<file path="config.mk">
export PLATFORM = sky130hd
export DESIGN_NAME = ecio_top
export DESIGN_NICKNAME = d
export VERILOG_FILES = /design/src/rtl/ecio_pkg.sv /design/src/rtl/ecio_pin_if.sv /design/src/rtl/ecio_top.sv /design/src/rtl/ecio_sync.sv
export SDC_FILE = /design/constraint.sdc
export NUM_CORES = 1
export LEC_CHECK = 0
export BUFFER_PORTS_ARGS = -buffer_cell sky130_fd_sc_hd__buf_4
export CAP_MARGIN = 5
export CORE_ASPECT_RATIO = 1.25
export CORE_UTILIZATION = 50
export CTS_BUF_LIST = sky130_fd_sc_hd__clkbuf_4 sky130_fd_sc_hd__clkbuf_8
export CTS_CLUSTER_SIZE = 40
export DETAILED_ROUTE_END_ITERATION = 7
export GPL_TIMING_DRIVEN = 0
export PLACE_DENSITY = 0.69
export SYNTH_ARGS = -nofsm -noshare
export SYNTH_HDL_FRONTEND = slang
export SYNTH_SLANG_ARGS = --single-unit
</file>
<file path="constraint.sdc">
create_clock -name pclk -period 39.4 [get_ports pclk]
set_input_delay 1.97 -clock pclk [delete_from_list [all_inputs] [get_ports pclk]]
set_output_delay 1.97 -clock pclk [all_outputs]
set_load 0.01 [all_outputs]
</file>
<file path="src/rtl/ecio_pkg.sv">
// Purpose: shared constants for the external control io logic
// Assumes: 32-bit APB, 50 MHz pclk
// Notes:   offsets are byte addresses
package ecio_pkg;

    // ==========================================================
    // register map
    localparam logic [7:0] ECIO_OFS_CTRL     = 8'h00;
    localparam logic [7:0] ECIO_OFS_CMD      = 8'h04;
    localparam logic [7:0] ECIO_OFS_RATED    = 8'h08;
    localparam logic [7:0] ECIO_OFS_STATUS   = 8'h0C;
    localparam logic [7:0] ECIO_OFS_SETPOINT = 8'h10;

    // ==========================================================
    // control fields
    localparam int ECIO_CTRL_SRC_LSB  = 0;   // 2 bits
    localparam int ECIO_CTRL_POL_BIT  = 2;
    localparam int ECIO_CTRL_RNG_LSB  = 3;   // 2 bits
    localparam int ECIO_CTRL_EXTON_BIT = 5;
    localparam logic [31:0] ECIO_CTRL_RST = 32'h0000_0000;

    // command fields, write one to act
    localparam int ECIO_CMD_KEY_BIT   = 0;
    localparam int ECIO_CMD_RUN_BIT   = 1;
    localparam int ECIO_CMD_PAUSE_BIT = 2;
    localparam int ECIO_CMD_STOP_BIT  = 3;

    // status fields
    localparam int ECIO_ST_LOAD_BIT  = 0;
    localparam int ECIO_ST_RNG_LSB   = 1;    // 2 bits
    localparam int ECIO_ST_SEQ_LSB   = 3;    // 2 bits
    localparam int ECIO_ST_ARMED_BIT = 5;
    localparam int ECIO_ST_EXTON_BIT = 6;

    localparam logic [15:0] ECIO_RATED_RST = 16'h0000;

    // ==========================================================
    // timing and scaling
    localparam int ECIO_CLK_NS       = 20;
    localparam int ECIO_TRIG_MIN_NS  = 10000;
    localparam int ECIO_TRIG_MIN_CYC = (ECIO_TRIG_MIN_NS + ECIO_CLK_NS - 1) / ECIO_CLK_NS;
    localparam logic [13:0] ECIO_RES_FULL_OHM = 14'd10000;

    // ==========================================================
    // enumerations
    typedef enum logic [1:0] {
        ECIO_SRC_OFF  = 2'b00,
        ECIO_SRC_PROP = 2'b01,
        ECIO_SRC_INV  = 2'b10,
        ECIO_SRC_RSV  = 2'b11
    } ecio_src_t;

    typedef enum logic [1:0] {
        ECIO_RNG_HIGH = 2'b00,
        ECIO_RNG_MID  = 2'b01,
        ECIO_RNG_LOW  = 2'b10,
        ECIO_RNG_RSV  = 2'b11
    } ecio_rng_t;

    typedef enum logic [1:0] {
        ECIO_SEQ_IDLE   = 2'b00,
        ECIO_SEQ_RUN    = 2'b01,
        ECIO_SEQ_PAUSED = 2'b10,
        ECIO_SEQ_RSV    = 2'b11
    } ecio_seq_t;

endpackage : ecio_pkg

</file>
<file path="src/rtl/ecio_pin_if.sv">
// Purpose: synchronised connector levels passed from the input stage
// Assumes: single pclk domain
// Notes:   trig_pulse is one cycle wide
interface ecio_pin_if;
    logic load_lvl;
    logic rng_upper;
    logic rng_lower;
    logic trig_pulse;

    modport src (output load_lvl, output rng_upper, output rng_lower, output trig_pulse);
    modport dst (input  load_lvl, input  rng_upper, input  rng_lower, input  trig_pulse);
endinterface : ecio_pin_if

</file>
<file path="src/rtl/ecio_top.sv">
// Purpose: external control connector logic of an electronic load
// Assumes: APB slave, zero wait states; resistance code in ohms from an ADC on pclk
// Notes:   status outputs are high when the photocoupler is on
// Behaviour
// - setpoint from rated current and resistance
// - source setting picks proportional or inverse
// - polarity setting picks load-on level
// - open switch high, closed switch low
// - external off blocks key turning on
// - key still turns externally-on load off
// - load status output follows load state
// - range inputs honoured only in high setting
// - decode two range inputs to range
// - encode active range on two outputs
// - valid trigger resumes paused sequence
//
// The implementer's own choices: the APB interface to the registers and the placing of the registers.
module ecio_top
    import ecio_pkg::*;
#(
    parameter int RATED_W = 16,
    parameter int RES_W   = 14
) (
    // clock and reset
    input  wire logic               pclk,
    input  wire logic               presetn,
    // apb slave
    input  wire logic               psel,
    input  wire logic               penable,
    input  wire logic               pwrite,
    input  wire logic [7:0]         paddr,
    input  wire logic [31:0]        pwdata,
    output logic      [31:0]        prdata,
    output logic                    pready,
    output logic                    pslverr,
    // connector inputs
    input  wire logic               load_in_pin,
    input  wire logic               rng_upper_pin,
    input  wire logic               rng_lower_pin,
    input  wire logic               trig_in_pin,
    // connector outputs
    output logic                    load_status,
    output logic                    rng_status_upper,
    output logic                    rng_status_lower,
    // analog side
    input  wire logic [RES_W-1:0]   ext_res_ohm,
    output logic      [RATED_W-1:0] current_setpoint,
    output logic                    ext_res_armed,
    output logic                    seq_running
);

    // ==========================================================
    // declarations
    ecio_pin_if pins ();

    logic [31:0]        ctrl_q;
    logic [RATED_W-1:0] rated_q;
    logic [31:0]        prdata_q;
    logic               load_q;
    logic               ext_on_q;
    ecio_rng_t          range_q;
    ecio_rng_t          range_d;
    ecio_seq_t          seq_q;
    logic [RATED_W-1:0] setpoint_q;

    logic       setup_ph;
    logic       wr_acc;
    logic       addr_ok;
    logic [3:0] cmd;
    logic       key_press;
    logic       ext_on;
    ecio_src_t  src;
    ecio_rng_t  rng_setting;
    logic       pol_high;
    logic       ext_load_en;

    // ==========================================================
    // setpoint arithmetic
    function automatic logic [RATED_W-1:0] calc_setpoint(
        input logic [RATED_W-1:0] rated,
        input logic [RES_W-1:0]   res,
        input logic               inverse
    );
        logic [RES_W-1:0]         r_clip;
        logic [RES_W-1:0]         frac;
        logic [RATED_W+RES_W-1:0] prod;
        r_clip = (res > RES_W'(ECIO_RES_FULL_OHM)) ? RES_W'(ECIO_RES_FULL_OHM) : res;
        frac   = inverse ? RES_W'(ECIO_RES_FULL_OHM) - r_clip : r_clip;
        prod   = (RATED_W+RES_W)'(rated) * (RATED_W+RES_W)'(frac);
        calc_setpoint = RATED_W'(prod / (RATED_W+RES_W)'(ECIO_RES_FULL_OHM));
    endfunction : calc_setpoint

    // ==========================================================
    // input stage
    ecio_sync u_sync (
        .pclk          (pclk),
        .presetn       (presetn),
        .load_in_pin   (load_in_pin),
        .rng_upper_pin (rng_upper_pin),
        .rng_lower_pin (rng_lower_pin),
        .trig_in_pin   (trig_in_pin),
        .pins          (pins.src)
    );

    // ==========================================================
    // apb decode
    assign setup_ph = psel && !penable;
    assign wr_acc   = psel && penable && pwrite;
    assign addr_ok  = (paddr == ECIO_OFS_CTRL) || (paddr == ECIO_OFS_CMD) ||
                      (paddr == ECIO_OFS_RATED) || (paddr == ECIO_OFS_STATUS) ||
                      (paddr == ECIO_OFS_SETPOINT);
    assign pready   = 1'b1;
    assign pslverr  = psel && penable && !addr_ok;
    assign prdata   = prdata_q;
    assign cmd      = (wr_acc && paddr == ECIO_OFS_CMD) ? pwdata[3:0] : 4'h0;

    always_ff @(posedge pclk or negedge presetn) begin
        if (!presetn) begin
            ctrl_q  <= ECIO_CTRL_RST;
            rated_q <= RATED_W'(ECIO_RATED_RST);
        end else if (wr_acc) begin
            if (paddr == ECIO_OFS_CTRL) begin
                ctrl_q <= {26'h0, pwdata[5:0]};
            end
            if (paddr == ECIO_OFS_RATED) begin
                rated_q <= pwdata[RATED_W-1:0];
            end
        end
    end

    // read data captured in the setup cycle, stable through access
    always_ff @(posedge pclk or negedge presetn) begin
        if (!presetn) begin
            prdata_q <= 32'h0;
        end else if (setup_ph) begin
            unique case (paddr)
                ECIO_OFS_CTRL:     prdata_q <= ctrl_q;
                ECIO_OFS_RATED:    prdata_q <= 32'(rated_q);
                ECIO_OFS_STATUS:   prdata_q <= {25'h0, ext_on_q, ext_res_armed, seq_q, range_q, load_q};
                ECIO_OFS_SETPOINT: prdata_q <= 32'(setpoint_q);
                default:           prdata_q <= 32'h0;
            endcase
        end
    end

    // ==========================================================
    // settings
    assign src         = ecio_src_t'(ctrl_q[ECIO_CTRL_SRC_LSB +: 2]);
    assign pol_high    = ctrl_q[ECIO_CTRL_POL_BIT];
    assign rng_setting = ecio_rng_t'(ctrl_q[ECIO_CTRL_RNG_LSB +: 2]);
    assign ext_load_en = ctrl_q[ECIO_CTRL_EXTON_BIT];
    assign key_press   = cmd[ECIO_CMD_KEY_BIT];

    assign ext_res_armed = (src == ECIO_SRC_PROP) || (src == ECIO_SRC_INV);

    // ==========================================================
    // resistance control setpoint, held at zero while not armed
    always_ff @(posedge pclk or negedge presetn) begin
        if (!presetn) begin
            setpoint_q <= '0;
        end else if (ext_res_armed) begin
            setpoint_q <= calc_setpoint(rated_q, ext_res_ohm, src == ECIO_SRC_INV);
        end else begin
            setpoint_q <= '0;
        end
    end

    assign current_setpoint = setpoint_q;

    // ==========================================================
    // load on/off
    assign ext_on = pol_high ? pins.load_lvl : !pins.load_lvl;

    always_ff @(posedge pclk or negedge presetn) begin
        if (!presetn) begin
            ext_on_q <= 1'b0;
        end else begin
            ext_on_q <= ext_load_en && ext_on;
        end
    end

    // edges of the external request move the load; the key turns it off
    // unless an external edge moves it in the same cycle, and on only where the external input does not hold it off
    always_ff @(posedge pclk or negedge presetn) begin
        if (!presetn) begin
            load_q <= 1'b0;
        end else if (ext_load_en && ext_on && !ext_on_q) begin
            load_q <= 1'b1;
        end else if (ext_load_en && !ext_on && ext_on_q) begin
            load_q <= 1'b0;
        end else if (key_press && load_q) begin
            load_q <= 1'b0;
        end else if (key_press && (!ext_load_en || ext_on)) begin
            load_q <= 1'b1;
        end
    end

    assign load_status = load_q;

    // ==========================================================
    // current range
    always_comb begin
        range_d = range_q;
        if (rng_setting != ECIO_RNG_HIGH) begin
            range_d = rng_setting;
        end else begin
            unique case ({pins.rng_upper, pins.rng_lower})
                2'b11:   range_d = ECIO_RNG_HIGH;
                2'b10:   range_d = ECIO_RNG_MID;
                2'b01:   range_d = ECIO_RNG_LOW;
                2'b00:   range_d = range_q;
            endcase
        end
    end

    always_ff @(posedge pclk or negedge presetn) begin
        if (!presetn) begin
            range_q <= ECIO_RNG_HIGH;
        end else begin
            range_q <= range_d;
        end
    end

    always_ff @(posedge pclk or negedge presetn) begin
        if (!presetn) begin
            rng_status_upper <= 1'b0;
            rng_status_lower <= 1'b0;
        end else begin
            rng_status_upper <= (range_d == ECIO_RNG_LOW);
            rng_status_lower <= (range_d == ECIO_RNG_MID);
        end
    end

    // ==========================================================
    // sequence run state; stop beats pause, run and trigger; run/trigger resume a paused sequence even with pause
    always_ff @(posedge pclk or negedge presetn) begin
        if (!presetn) begin
            seq_q <= ECIO_SEQ_IDLE;
        end else if (cmd[ECIO_CMD_STOP_BIT]) begin
            seq_q <= ECIO_SEQ_IDLE;
        end else begin
            unique case (seq_q)
                ECIO_SEQ_IDLE: begin
                    if (cmd[ECIO_CMD_RUN_BIT]) begin
                        seq_q <= ECIO_SEQ_RUN;
                    end
                end
                ECIO_SEQ_RUN: begin
                    if (cmd[ECIO_CMD_PAUSE_BIT]) begin
                        seq_q <= ECIO_SEQ_PAUSED;
                    end
                end
                ECIO_SEQ_PAUSED: begin
                    if (pins.trig_pulse || cmd[ECIO_CMD_RUN_BIT]) begin
                        seq_q <= ECIO_SEQ_RUN;
                    end
                end
                default: seq_q <= ECIO_SEQ_IDLE;
            endcase
        end
    end

    assign seq_running = (seq_q == ECIO_SEQ_RUN);

endmodule : ecio_top

</file>
<file path="src/rtl/ecio_sync.sv">
// Purpose: synchronise connector inputs and qualify the trigger width
// Assumes: pins idle high (pull-ups), trigger idles high
// Notes:   one trigger pulse per qualified low period
module ecio_sync
    import ecio_pkg::*;
#(
    parameter int TRIG_MIN_CYC = ECIO_TRIG_MIN_CYC
) (
    // clock and reset
    input  wire logic pclk,
    input  wire logic presetn,
    // raw pins
    input  wire logic load_in_pin,
    input  wire logic rng_upper_pin,
    input  wire logic rng_lower_pin,
    input  wire logic trig_in_pin,
    // synchronised side
    ecio_pin_if.src   pins
);

    localparam int CW = $clog2(TRIG_MIN_CYC + 1);

    logic [3:0]    meta_q;
    logic [3:0]    sync_q;
    logic [CW-1:0] low_cnt_q;
    logic          fired_q;

    // ==========================================================
    // two-stage synchronisers, reset to the idle-high level
    always_ff @(posedge pclk or negedge presetn) begin
        if (!presetn) begin
            meta_q <= 4'hF;
            sync_q <= 4'hF;
        end else begin
            meta_q <= {trig_in_pin, rng_lower_pin, rng_upper_pin, load_in_pin};
            sync_q <= meta_q;
        end
    end

    assign pins.load_lvl  = sync_q[0];
    assign pins.rng_upper = sync_q[1];
    assign pins.rng_lower = sync_q[2];

    // ==========================================================
    // trigger width measure: counts cycles spent low
    always_ff @(posedge pclk or negedge presetn) begin
        if (!presetn) begin
            low_cnt_q <= '0;
            fired_q   <= 1'b0;
        end else if (sync_q[3]) begin
            low_cnt_q <= '0;
            fired_q   <= 1'b0;
        end else if (low_cnt_q != CW'(TRIG_MIN_CYC)) begin
            low_cnt_q <= low_cnt_q + CW'(1);
        end else begin
            fired_q <= 1'b1;
        end
    end

    // fires once when the low level has lasted the minimum width
    assign pins.trig_pulse = !sync_q[3] && (low_cnt_q == CW'(TRIG_MIN_CYC)) && !fired_q;

endmodule : ecio_sync

</file>
# After elaboration in Yosys (flattened, before gate mapping)
# Cells that the tools add are included.
# word_totals
input_bits	63
ff_bits	96
elab_cells	96
# op_classes
magnitude_cmp	1
n_reduce_logical	37
add_sub_neg	2
eq_ne	19
n_mux	21
div	1
mul	1
# op_table
cell	n
$pmux 16 s4	1
$div 30x14->30 const B	1
$mul 16x14->30	1
$mux 14	2
$mux 9	2
$eq 8x4->1 const B	2
$mux 16	1
$gt 14x14->1 const B	1
$sub 14x14->14 const A	1
$logic_and 1x1->1	13
$eq 2x2->1 const B	5
$mux 2	5
$add 9x1->9 const B	1
$eq 9x9->1 const B	1
$ne 9x9->1 const B	1
$eq 2x1->1 const B	4
$eq 8x3->1 const B	1
$eq 8x5->1 const B	1
$logic_not 1->1	8
$logic_not 8->1	1
$pmux 2 s4	1
$logic_or 1x1->1	7
$mux 1	7
$ne 3x3->1 const B	2
9 further kinds	12

# Depth between registers and ports, before layout
# Gate-level depths: netlist of the first run.
# depth
ltp_word	9
ltp_mapped	98

# Hierarchy
# A second synthesis of the first run with hierarchy kept.
# hier_totals
hier_cells	2218
area_unflattened_um2	18223.7
# by_module_without_submodules
module	instances	area_per_inst_um2	seq_area_each_um2	cells_each
ecio_top	1	17494.3	1551.5	2158
ecio_sync	1	729.4	460.4	60

# Worst setup path before layout of the first run
# No wires, ideal clock.
# synth_timing
kind	input to register
startpoint	input ext_res_ohm[0]
endpoint	register setpoint_q[0], in the netlist current_setpoint[0]
arrival_time_ns	23.957
path_buffers	7
setup_time_ns	0.077
slack_ns	15.366
path_stages	92
path_cell_list	o41ai_1 -> nand2_1 -> nor2_1 -> nor2_1 -> or3_1 -> nand2_1 -> and2_1 -> clkbuf_1 -> inv_1 -> ha_1 -> a21oi_1 -> o21ai_0 -> and2_1 -> nor2_1 -> nor3_1 -> a2111oi_0 -> clkbuf_1 -> nand2_1 -> (+56 left out) -> o2111a_1 -> o2111ai_2 -> a41oi_2 -> maj3_4 -> xor2_1 -> buf_2 -> nand2_1 -> or4_4 -> a31oi_4 -> nand4_2 -> a21boi_4 -> nor3_1 -> o41ai_2 -> nand3_1 -> a211o_1 -> xor2_1 -> a211o_1 -> a21oi_1
# synth_via
elab_chain_cells	7
# synth_rtl
item	line	rtl
start, declared	ecio_top.sv:46	input wire logic [RES_W-1:0] ext_res_ohm,
$gt 14x14->1	ecio_top.sv:87	r_clip = (res > RES_W'(ECIO_RES_FULL_OHM)) ? RES_W'(ECIO_RES_FULL_OHM) : res;
$mux 14 *	ecio_top.sv:87	
$sub 14x14->14	ecio_top.sv:88	frac = inverse ? RES_W'(ECIO_RES_FULL_OHM) - r_clip : r_clip;
$mux 14 *	ecio_top.sv:88	
$mul 16x14->30 *	ecio_top.sv:89	prod = (RATED_W+RES_W)'(rated) * (RATED_W+RES_W)'(frac);
$div 30x14->30 *	ecio_top.sv:90	calc_setpoint = RATED_W'(prod / (RATED_W+RES_W)'(ECIO_RES_FULL_OHM));
$mux 16 *	ecio_top.sv:161	end else if (ext_res_armed) begin
end signal, assigned	ecio_top.sv:162	setpoint_q <= calc_setpoint(rated_q, ext_res_ohm, src == ECIO_SRC_INV);
end, declared	ecio_top.sv:64	logic [RATED_W-1:0] setpoint_q;
# Mark *: on every way between the ends. The rest lies on a longest branch, timed or not.
# A chain may end at the register's enable or synchronous reset.

# Worst setup path after layout of the first run
# Ends and elaborated chain as after synthesis.

==> metrics.md, run 1 <==
| Metric | Value |
|---|---|
| Status | `finished, final reports clean` |
| Worst EP arrival | `28.21 ns` |
| CP most frequent cell | `a21oi_1` |
| Syn-to-layout area delta | `8.800%` |
| Max Freq | `approximately 36 MHz` |
| Cell row count | `76` |
| Vias in the first global route | `16410` |
| VDD IR-drop max | `0.1513 mV` |
| Finished Cell Area | `0.01935 mm²` |
| RSZ-0062 raised after global routing | `no` |
| Remaining DRCs | `0` |
| PortBufs | `84` |
| Min Tclk post-route | `27.90 ns` |
| Final hold vios | `0` |
| Slowest stage delay, CP | `0.74 ns` |
| Layout cell share with drive strength beyond 1 | `~12%` |
| Worst Path Required | `between 30 and 40 ns` |
| Pins Over Slew Limit | `0` |
| Register area | `0.002012 mm²` |
| Die height | `212.9 µm` |
| Final TNS setup | `0 ns` |
| Routed vias | `~17000` |
| Number of levels in the clock H-tree | `3` |
| Setup Buffers After CTS | `0` |
| YS warnings | `0` |
| Post-synth EDFFs | `0` |
| First-pass GRT wire length | `84.11 mm` |
| Synth area leader | `fa_1` |
| Ant. Diodes | `0` |
| CTS Hold Bufs | `0` |
| Initial Util | `51.25%` |
| Seq/Total Area, Yosys | `11.31%` |
| CTS max path bufs | `2` |
| Drt pass-1 iters | `6` |
| Root Driver | `clkbuf_8` |
| All-Layer GR Usage | `29.15%` |
| Synthesis-stage register bit count | `80` |
| Commonest non-fill, non-tap cell in the layout | `nand2_1` |
| Count of unique library cells instantiated by Yosys | `138` |
| Mapped Area | `roughly 0.018 mm²` |
| TritonCTS sink count | `80` |
| Nets | `2615` |
| Worst Hold Depth | `0` |
| Boundary Pins | `118` |
| Crit-path max FO | `10` |
| CTS buffer count | `9` |
| Die ar. | `0.03634 mm²` |
| Worst Setup End Kind | `register` |
| Most common flop cell mapped by yosys | `dfrtp_1` |
| Routed Antenna Nets | `0` |
| Post-Syn Instances | `roughly 2200` |
| TritonCTS clock tree | `built` |
| Post-synth ARST share | `100.0%` |
| DPL Wire Length | `42.26 mm` |
| Pwr Total | `around 0.0014 W` |
| Initial antenna violation count | `0` |
| Routed vias/inst | `6.000` |
| FF-to-FF path depth | `78` |
| Slew of the pin with the lowest slew margin | `approximately 1.2 ns` |
| Crit start category | `input port` |
| Combined area of the multi-input logic cells | `approximately 0.015 mm²` |
| GPL Wtd Cong | `between 0.9 and 1` |
| Leading post-synthesis cells by cell area | `fa_1 19%, dfrtp_1 10%, ha_1 6.9%` |
| Final setup margin | `roughly 12 ns` |
| Pleak | `~9.0 nW` |
| Critical path class | `in -> reg` |
| Slowest-stage cell, CP | `a21oi_1` |
| Final setup fails | `0` |
| Placed cell areas | `~0.019 mm²` |
| Drt wl/cell | `~19 µm` |
| Insertion delay to the later sink of the worst-skew pair | `~0.38 ns` |
| Most frequent cells in the layout | `274 x nand2_1, 182 x inv_1, 165 x fa_1` |
| CTS clk-pin slew, worst paths | `about 0.090 ns` |
| Clock skew | `0.01254 ns` |
| Cell Pwr Density | `approximately 75 mW/mm²` |
| Max Cap Viol | `0` |
| Worst-case headroom to the max-slew limit | `18.98%` |
| Die width | `about 170 µm` |
| Worst min path class | `reg -> reg` |
| Core area | `between 0.03 and 0.04 mm²` |
| Fin crit share | `70.80%` |
| Area share of the largest cell type after synthesis | `18.57%` |
| Largest net degree at the start of global routing | `81` |
| Initial DRC Count | `around 1100` |
| Syn Area/Cell | `8.171 µm²` |
| Total Wirelength | `between 50 and 60 mm` |
| Resized Gates After CTS | `0` |
| # fillers | `3334` |
| Pre-CTS worst setup slack | `11.41 ns` |
| GRT overflow | `0` |
[path summary, 6_finish.rpt]
path                                       start                   to  slack [ns]
worst max-delay path              ext_res_ohm[0]  current_setpoint[0]       11.50
worst min-delay path            u_sync.meta_q[1]     u_sync.sync_q[1]        0.36
worst max register to register         ctrl_q[0]  current_setpoint[0]       14.91
worst min register to register  u_sync.meta_q[1]     u_sync.sync_q[1]        0.36
max in group asynchronous                presetn            prdata[9]       37.00
min in group asynchronous                presetn          rated_q[11]        1.74
[sequential cells by signal, summed over array words and instances (netlist names)]
register	count
range_q	2
u_sync.fired_q	1
u_sync.sync_q	4
ext_on_q	1
seq_q	2
prdata	16
rng_status_upper	1
current_setpoint	16
u_sync.meta_q	4
u_sync.low_cnt_q	9
ctrl_q	6
rng_status_lower	1
load_status	1
rated_q	16
[cells by family (layout without fill, tap and decap cells)]
kind of cell               count (synthesis)  after routing  synth area share, %
AOI/OAI and AO/OA                        530            530                22.33
xor gates and xnor gates                 128            128                6.661
adders and majority gates                274            274                26.10
buffers and inverters                    286            388                7.083
DFF                                       80             80                11.31
muxes                                     49             49                2.996
other                                      2             17              0.04222
and+or+nand+nor                          828            828                23.48
[report_power, final]
part | switching (W) | internal [W] | leakage (nW)
clock network | 0.0000338 | 0.0000494 | 0.136
logic | 0.000751 | 0.000527 | 7.76
registers | 0.00000237 | 0.0000846 | 1.08
total | 0.000787 | 0.000661 | 8.97
[worst max-delay path, delay by kind of cell]
| family | cells | cell delay [ns] |
|---|---|---|
| compound gates | 41 | 12.79 |
| mux | 1 | 0.36 |
| buf+inv | 10 | 1.78 |
| fa+ha+maj | 8 | 3.80 |
| simple gates | 26 | 6.69 |
| xor+xnor | 4 | 0.81 |
[layout make-up]
cell class	instances	share of cell area [%]
clock inverters	7	0.7693
plain buffers	104	2.980
flip-flops and latches	80	10.40
repair buffers	86	3.355
well taps	468	3.026
multi-input cells	1826	75.30
inverters	182	3.530
clock buffers	9	0.6400
[per-layer routing]
metal,vias up,global-route usage (%),share of wire (%)
met5,-,0,0
met4,0,11.34,4.0
met3,108,4.782,5.4
met2,509,51.47,50
met1,8103,35.16,41
li1,7853,-,-
[per-stage QoR]
stage | hold WS, ns | std cells | utilization, %
2_1_floorplan | 0.3452 | 2192 | -
4_1_cts | 0.3612 | 2762 | 55.76
3_3_place_gp | 0.3473 | 2744 | 54.92
6_report | 0.3600 | 2762 | 55.76
5_1_grt | 0.3662 | 2762 | 55.76
3_5_place_dp | 0.3475 | 2746 | 54.97
[cells in the mapped netlist, types with 9 or more instances]
library cell and instances:
mux2_2 27, a21oi_1 98, and2_1 112, nor3_1 50
nand3_1 46, nand2b_1 13, xnor2_1 80, and3_1 29
nand4_1 22, o211a_1 11, a31oi_1 17, o21ai_1 26
ha_1 98, nand2_1 274, o31a_1 9, xor2_1 41
inv_1 182, mux2i_1 20, dfrtp_1 72, o21ai_0 86
a21o_1 31, nor2b_1 11, nor2_1 154, maj3_1 10
o31ai_1 14, or2_2 9, or3_1 19, buf_2 11
fa_1 165, buf_4 38, o211ai_1 22, clkbuf_1 48
o21a_1 19, a22oi_1 14, a211oi_1 14, nor4_1 19
Power figures use the tool's default switching activity.
==> inputs of run 2 (changes only) <==
--- a/config.mk
+++ b/config.mk
@@ -5,6 +5,7 @@
 export SDC_FILE = /design/constraint.sdc
 export NUM_CORES = 1
 export LEC_CHECK = 0
+export ABC_AREA = 1
 export BUFFER_PORTS_ARGS = -buffer_cell sky130_fd_sc_hd__buf_4
 export CAP_MARGIN = 5
 export CORE_ASPECT_RATIO = 1.25
==> constraint.sdc (replaced) <==
create_clock -name pclk -period 28.9 [get_ports pclk]
set_input_delay 1.445 -clock pclk [delete_from_list [all_inputs] [get_ports pclk]]
set_output_delay 1.445 -clock pclk [all_outputs]
set_load 0.01 [all_outputs]
==> run 2 against run 1 <==
Net effect: area after synthesis about the same; global-route usage fell by 1.4 points; worst setup slack got worse by 5.9 ns; utilization down 0.28 points; non-clock buffer count is 42 lower; wire length decreased by 7.1%; die area about the same; critical path depth up 56; via count grew 2.4%; flip-flop and latch count stayed put; count of clock-buffer cells in the layout rose by 1; critical path type unchanged; critical endpoint unchanged; largest cell class unchanged.
==> metrics.md, run 2 <==
| Metric | Value |
|---|---|
| Status | `finished, final reports clean` |
| Largest net degree at the start of global routing | `81 (unchanged)` |
| PortBufs | `84 (unchanged)` |
| Worst-case headroom to the max-slew limit | `30.01% (+11 points)` |
| Max Cap Viol | `0 (unchanged)` |
| Slowest-stage cell, CP | `nor2_1` |
| YS warnings | `0 (unchanged)` |
| Final setup fails | `0 (unchanged)` |
| Worst Path Required | `29.16 ns (-10.55 ns)` |
| CP most frequent cell | `nand2_2` |
| Pre-CTS worst setup slack | `5.354 ns (-6.057 ns)` |
| Mapped Area | `0.01778 mm² (about the same)` |
| Critical path class | `in -> reg` |
| Remaining DRCs | `0 (unchanged)` |
| Setup Buffers After CTS | `0 (unchanged)` |
| Die height | `212.8 µm (about the same)` |
| Routed vias/inst | `5.120 (-15%)` |
| Syn Area/Cell | `6.516 µm² (-20%)` |
| First-pass GRT wire length | `79.78 mm (-5.2%)` |
| Routed vias | `16960 (+2.4%)` |
| Worst EP arrival | `23.54 ns (-4.67 ns)` |
| Drt wl/cell | `14.39 µm (-23%)` |
| Worst Setup End Kind | `register` |
| Total Wirelength | `47.67 mm (-7.1%)` |
| Final setup margin | `5.621 ns (-5.882 ns)` |
| Slowest stage delay, CP | `0.60 ns (-0.14 ns)` |
| Post-synth EDFFs | `0 (unchanged)` |
| Top cells by count, synth | `800 x nand2_1, 469 x inv_1, 236 x nor2_1, 222 x nand3_1, 165 x fa_1` |
| Syn-to-layout area delta | `8.289%` |
| All-Layer GR Usage | `27.72% (-1.4 points)` |
| Ant. Diodes | `0 (unchanged)` |
| Count of unique library cells instantiated by Yosys | `55 (-60%)` |
| RSZ-0062 raised after global routing | `no` |
| Placed cell areas | `0.01907 mm² (about the same)` |
| Max Freq | `between 40 and 50 MHz` |
| Synthesis-stage register bit count | `80 (unchanged)` |
| Die ar. | `0.03633 mm² (about the same)` |
| Area share of the largest cell type after synthesis | `18.58% (about the same)` |
| Drt pass-1 iters | `5 (-1)` |
| Leading post-synthesis cells by cell area | `fa_1 19%, nand2_1 17%, dfrtp_1 10%` |
| Worst min path class | `reg -> reg` |
| Fin crit share | `80.55%` |
| Post-Syn Instances | `2729 (+25%)` |
| Layout Utilization | `55.48% (-0.28 points)` |
| CTS Hold Bufs | `0 (unchanged)` |
| Final hold vios | `0 (unchanged)` |
| Root Driver | `clkbuf_8` |
| Layout cell share with drive strength beyond 1 | `15.47% (+3.2 points)` |
| Most common flop cell mapped by yosys | `dfrtp_1` |
| CTS buffer count | `9 (unchanged)` |
| Crit-path max FO | `10 (unchanged)` |
| Die width | `170.7 µm (about the same)` |
| Final TNS setup | `0 ns (unchanged)` |
| CTS clk-pin slew, worst paths | `0.09 ns (about the same)` |
| GRT overflow | `0 (unchanged)` |
| Clock skew | `0.02165 ns (+0.009107 ns)` |
| GPL Wtd Cong | `0.9687 (+3.4%)` |
| Finished Cell Area | `0.01926 mm² (-0.50%)` |
| Crit start category | `input port` |
| DPL Wire Length | `40.49 mm (-4.2%)` |
| Seq/Total Area, Yosys | `11.31% (about the same)` |
| Initial DRC Count | `1093 (+2.8%)` |
| Pins Over Slew Limit | `0 (unchanged)` |
| TritonCTS clock tree | `built` |
| TritonCTS sink count | `80 (unchanged)` |
| Initial antenna violation count | `0 (unchanged)` |
| Initial Util | `51.23% (about the same)` |
| Most frequent cells in the layout | `800 x nand2_1, 469 x inv_1, 236 x nor2_1` |
| Core area | `0.03471 mm² (unchanged)` |
| Synth area leader | `fa_1` |
| Routed Antenna Nets | `0 (unchanged)` |
| Boundary Pins | `118 (unchanged)` |
| Count leader, synth | `nand2_1` |
| CTS max path bufs | `2 (unchanged)` |
| Slew of the pin with the lowest slew margin | `1.050 ns (-0.1528 ns)` |
| Commonest non-fill, non-tap cell in the layout | `nand2_1` |
| Cell row count | `76 (unchanged)` |
| Number of levels in the clock H-tree | `3 (unchanged)` |
| Post-synth ARST share | `100.0% (unchanged)` |
| Min Tclk post-route | `23.28 ns` |
| Nets | `3166 (+21%)` |
| Resized Gates After CTS | `0 (unchanged)` |
| Vias in the first global route | `16750 (+2.1%)` |
| Insertion delay to the later sink of the worst-skew pair | `0.40 ns (+0.02 ns)` |
## run 2: changes by cell type after synthesis, sizes merged, moves of 67 or more
cell   before  now
and2      112    4
nor2      161  289
inv       182  516
nand2     275  967
xnor2      86   19
nand3      46  237
## run 2: layout make-up
cell class | instances | area (µm²)
inverters | 532 | 2012
clock buffers | 10 | 137.6
flip-flops and latches | 80 | 2012
repair buffers | 85 | 638.1
plain buffers | 63 | 407.9
fillers | 3523 | 15450
multi-input cells | 2069 | 13410
well taps | 468 | 585.6
clock inverters | 6 | 50.05
## run 2: layer usage
layer / share of wire [%] / vias up / GRT usage [%] / wire, µm
met5: 0 / - / 0 / 0
met4: 4.4 / 0 / 11.49 / 2102
met3: 5.8 / 132 / 5.060 / 2771
met2: 49 / 447 / 49.61 / 23580
met1: 40 / 7916 / 32.30 / 19210
li1: - / 8468 / - / -
## run 2: final timing paths
path / to / slack (ns) / start / depth (start not counted)
min in group asynchronous: rated_q[7] / 1.21 / presetn / 1
max: current_setpoint[0] / 5.62 / ext_res_ohm[0] / 146
min: u_sync.sync_q[0] / 0.36 / u_sync.meta_q[0] / 0
max reg2reg: current_setpoint[0] / 8.88 / ctrl_q[0] / 132
max in group asynchronous: prdata[9] / 26.98 / presetn / 1
min reg2reg: u_sync.sync_q[0] / 0.36 / u_sync.meta_q[0] / 0
## run 2: stage by stage
step / hold slack, ns / cells
2_1_floorplan: 0.3452 / 2744
3_3_place_gp: 0.3482 / 3296
3_5_place_dp: 0.3484 / 3297
4_1_cts: 0.3643 / 3313
5_1_grt: 0.3669 / 3313
6_report: 0.3618 / 3313
## run 2: kinds of logic (layout without fill, tap and decap cells)
family,count (synthesis),in the layout,share of synthesized area (%)
flops,80,80,11.31
fa+ha+maj,263,263,25.47
compound gates,163,163,5.502
xor+xnor,72,72,3.589
buf+inv,595,696,13.61
simple gates,1554,1554,40.47
other cells,2,17,0.04223
## run 2: worst max-delay path, delay by kind of cell
| kind | cells | cell delay [ns] |
|---|---|---|
| AOI/OAI and AO/OA | 12 | 2.49 |
| and+or+nand+nor | 103 | 12.54 |
| adders and majority gates | 8 | 3.85 |
| buffers and inverters | 23 | 3.17 |
Power of run 2 is left out: the tool's default activity adds up to more than one toggle a clock period on the data nets, which glitch-free logic cannot reach.
==> inputs of run 3 (changes only) <==
==> constraint.sdc (replaced) <==
create_clock -name pclk -period 21.8 [get_ports pclk]
set_input_delay 1.09 -clock pclk [delete_from_list [all_inputs] [get_ports pclk]]
set_output_delay 1.09 -clock pclk [all_outputs]
set_load 0.01 [all_outputs]
==> run 3 against run 2 <==
Net effect: cell area up 4.3%; count of clock-buffer cells in the layout unchanged; flip-flop and latch count unchanged; utilization up 2.4 points; clock skew down 0.0016 ns; via count up 1.8%; worst setup slack worse by 4.3 ns; final cell count up 1.5%.
==> metrics.md, run 3 (synthesis results as in run 2) <==
| Metric | Value |
|---|---|
| GRT overflow | `0 (unchanged)` |
| Hold slack | `0.3619 ns (+0.00004400 ns)` |
| Initial antenna violation count | `0 (unchanged)` |
| GRT met2 Usage | `49.71% (+0.099 points)` |
| Largest net degree at the start of global routing | `81 (unchanged)` |
| Pins Over Slew Limit | `0 (unchanged)` |
| Initial Util | `51.23% (unchanged)` |
| Drt wl/cell | `14.58 µm (+1.4%)` |
| CTS max path bufs | `2 (unchanged)` |
| Nets | `3217 (+1.6%)` |
| TritonCTS clock tree | `built` |
| Max Freq | `48.92 MHz` |
| Die width | `170.7 µm (unchanged)` |
| Min Tclk post-route | `20.44 ns` |
| Slowest-stage cell, CP | `fa_1` |
| All-Layer GR Usage | `27.74% (about the same)` |
| Layout cell share with drive strength beyond 1 | `19.06% (+3.6 points)` |
| Max Cap Viol | `0 (unchanged)` |
| Layout Utilization | `57.89% (+2.4 points)` |
| Worst min path class | `reg -> reg` |
| Routed vias/inst | `5.132 (+0.24%)` |
| Drt pass-1 iters | `5 (unchanged)` |
| Setup crit start | `ext_res_ohm[0]` |
| Most used routing layer | `met2` |
| Crit start category | `input port` |
| Core area | `0.03471 mm² (unchanged)` |
| # fillers | `3434 (-2.5%)` |
| CP top delay family | `simple AND/OR/NAND/NOR gates` |
| Final setup margin | `1.359 ns (-4.262 ns)` |
| GPL Wtd Cong | `0.9687 (unchanged)` |
| Met3 Track Usage GR | `5.079% (+0.019 points)` |
| Routed vias | `17270 (+1.8%)` |
| Worst-case headroom to the max-slew limit | `30.69% (+0.68 points)` |
| CP most frequent cell | `nand2_1` |
| PortBufs | `84 (unchanged)` |
| CTS clk-pin slew, worst paths | `0.09 ns (about the same)` |
| Cell row count | `76 (unchanged)` |
| Met1 usage | `32.33% (+0.035 points)` |
| Status | `finished, final reports clean` |
| RR Startpoint | `ctrl_q[0]` |
| Worst Setup End Kind | `register` |
| Commonest non-fill, non-tap cell in the layout | `nand2_1` |
| Ant. Diodes | `0 (unchanged)` |
| Register area | `0.002012 mm² (unchanged)` |
| Clock skew | `0.02007 ns (-0.001580 ns)` |
| Worst Path Required | `22.06 ns (-7.10 ns)` |
| Buf/Inv on CP | `29 (+26%)` |
| CTS buffer count | `9 (unchanged)` |
| Die height | `212.8 µm (unchanged)` |
| Initial DRC Count | `1130 (+3.4%)` |
| Worst EP arrival | `20.70 ns (-2.84 ns)` |
| Die ar. | `0.03633 mm² (unchanged)` |
| Total Wirelength | `49.06 mm (+2.9%)` |
| Combined area of the multi-input logic cells | `0.01383 mm² (+3.1%)` |
| Placed cell count | `3297 (unchanged)` |
| Pre-CTS worst setup slack | `-1.391 ns (-6.745 ns)` |
| First-pass GRT wire length | `79.81 mm (about the same)` |
| Boundary Pins | `118 (unchanged)` |
| Final hold vios | `0 (unchanged)` |
| Hold Path Origin | `u_sync.meta_q[0]` |
| Remaining DRCs | `0 (unchanged)` |
| DPL Wire Length | `40.49 mm (unchanged)` |
| Slowest stage delay, CP | `0.56 ns (-0.04 ns)` |
| Final setup fails | `0 (unchanged)` |
| Final cell count without fillers | `3364 (+1.5%)` |
| Insertion delay to the later sink of the worst-skew pair | `0.40 ns (about the same)` |
| Root Driver | `clkbuf_8` |
| Routed Antenna Nets | `0 (unchanged)` |
| Crit-path max FO | `10 (unchanged)` |
| TritonCTS sink count | `80 (unchanged)` |
| Most frequent cells in the layout | `781 x nand2_1, 468 x inv_1, 222 x nor2_1` |
| Critical path class | `in -> reg` |
| Number of levels in the clock H-tree | `3 (unchanged)` |
| CTS Hold Bufs | `0 (unchanged)` |
| Fin crit share | `93.77%` |
| Vias in the first global route | `16740 (-0.012%)` |
| Slew of the pin with the lowest slew margin | `1.040 ns (-0.01018 ns)` |
| Syn-to-layout area delta | `13.00%` |
==> run 3: final cells by class <==
class,instances,area share [%]
flip-flops and latches,80,10.01
repair buffers,133,5.131
clock inverters,6,0.2491
inverters,532,10.08
plain buffers,62,2.080
clock buffers,10,0.6850
multi-input cells,2073,68.85
well taps,468,2.914
==> run 3: worst paths after layout <==
path | cells past startpoint | end | slack [ns]
setup / recovery | 150 | current_setpoint[0] | 1.36
hold / removal | 0 | u_sync.sync_q[0] | 0.36
setup reg to reg | 136 | current_setpoint[0] | 2.38
hold reg to reg | 0 | u_sync.sync_q[0] | 0.36
max in group asynchronous | 1 | prdata[9] | 20.24
min in group asynchronous | 1 | rated_q[7] | 0.86
==> run 3: what timing repair did <==
item	4_1_cts	5_1_grt
pin swaps	2	49
setup endpoints to repair	2	4
buffers inserted	1	46
gates resized for setup	6	108
cloned	0	5
==> run 3: through the flow <==
step | instance area [µm²] | setup TNS, ns
global route | 20090 | -0.1772
floorplan | 17840 | 0
global placement | 19050 | -1.892
detailed placement | 19070 | -2.755
CTS | 19280 | 0
finish | 20090 | 0
==> run 3: routing by layer <==
metal / part of all wire [%] / up-vias / wire length (µm)
li1: - / 8575 / -
met1: 40 / 8098 / 19390
met2: 50 / 474 / 24550
met3: 6.1 / 118 / 2973
met4: 4.4 / 0 / 2146
met5: 0 / - / 0
Power of run 3 is left out for the same reason.
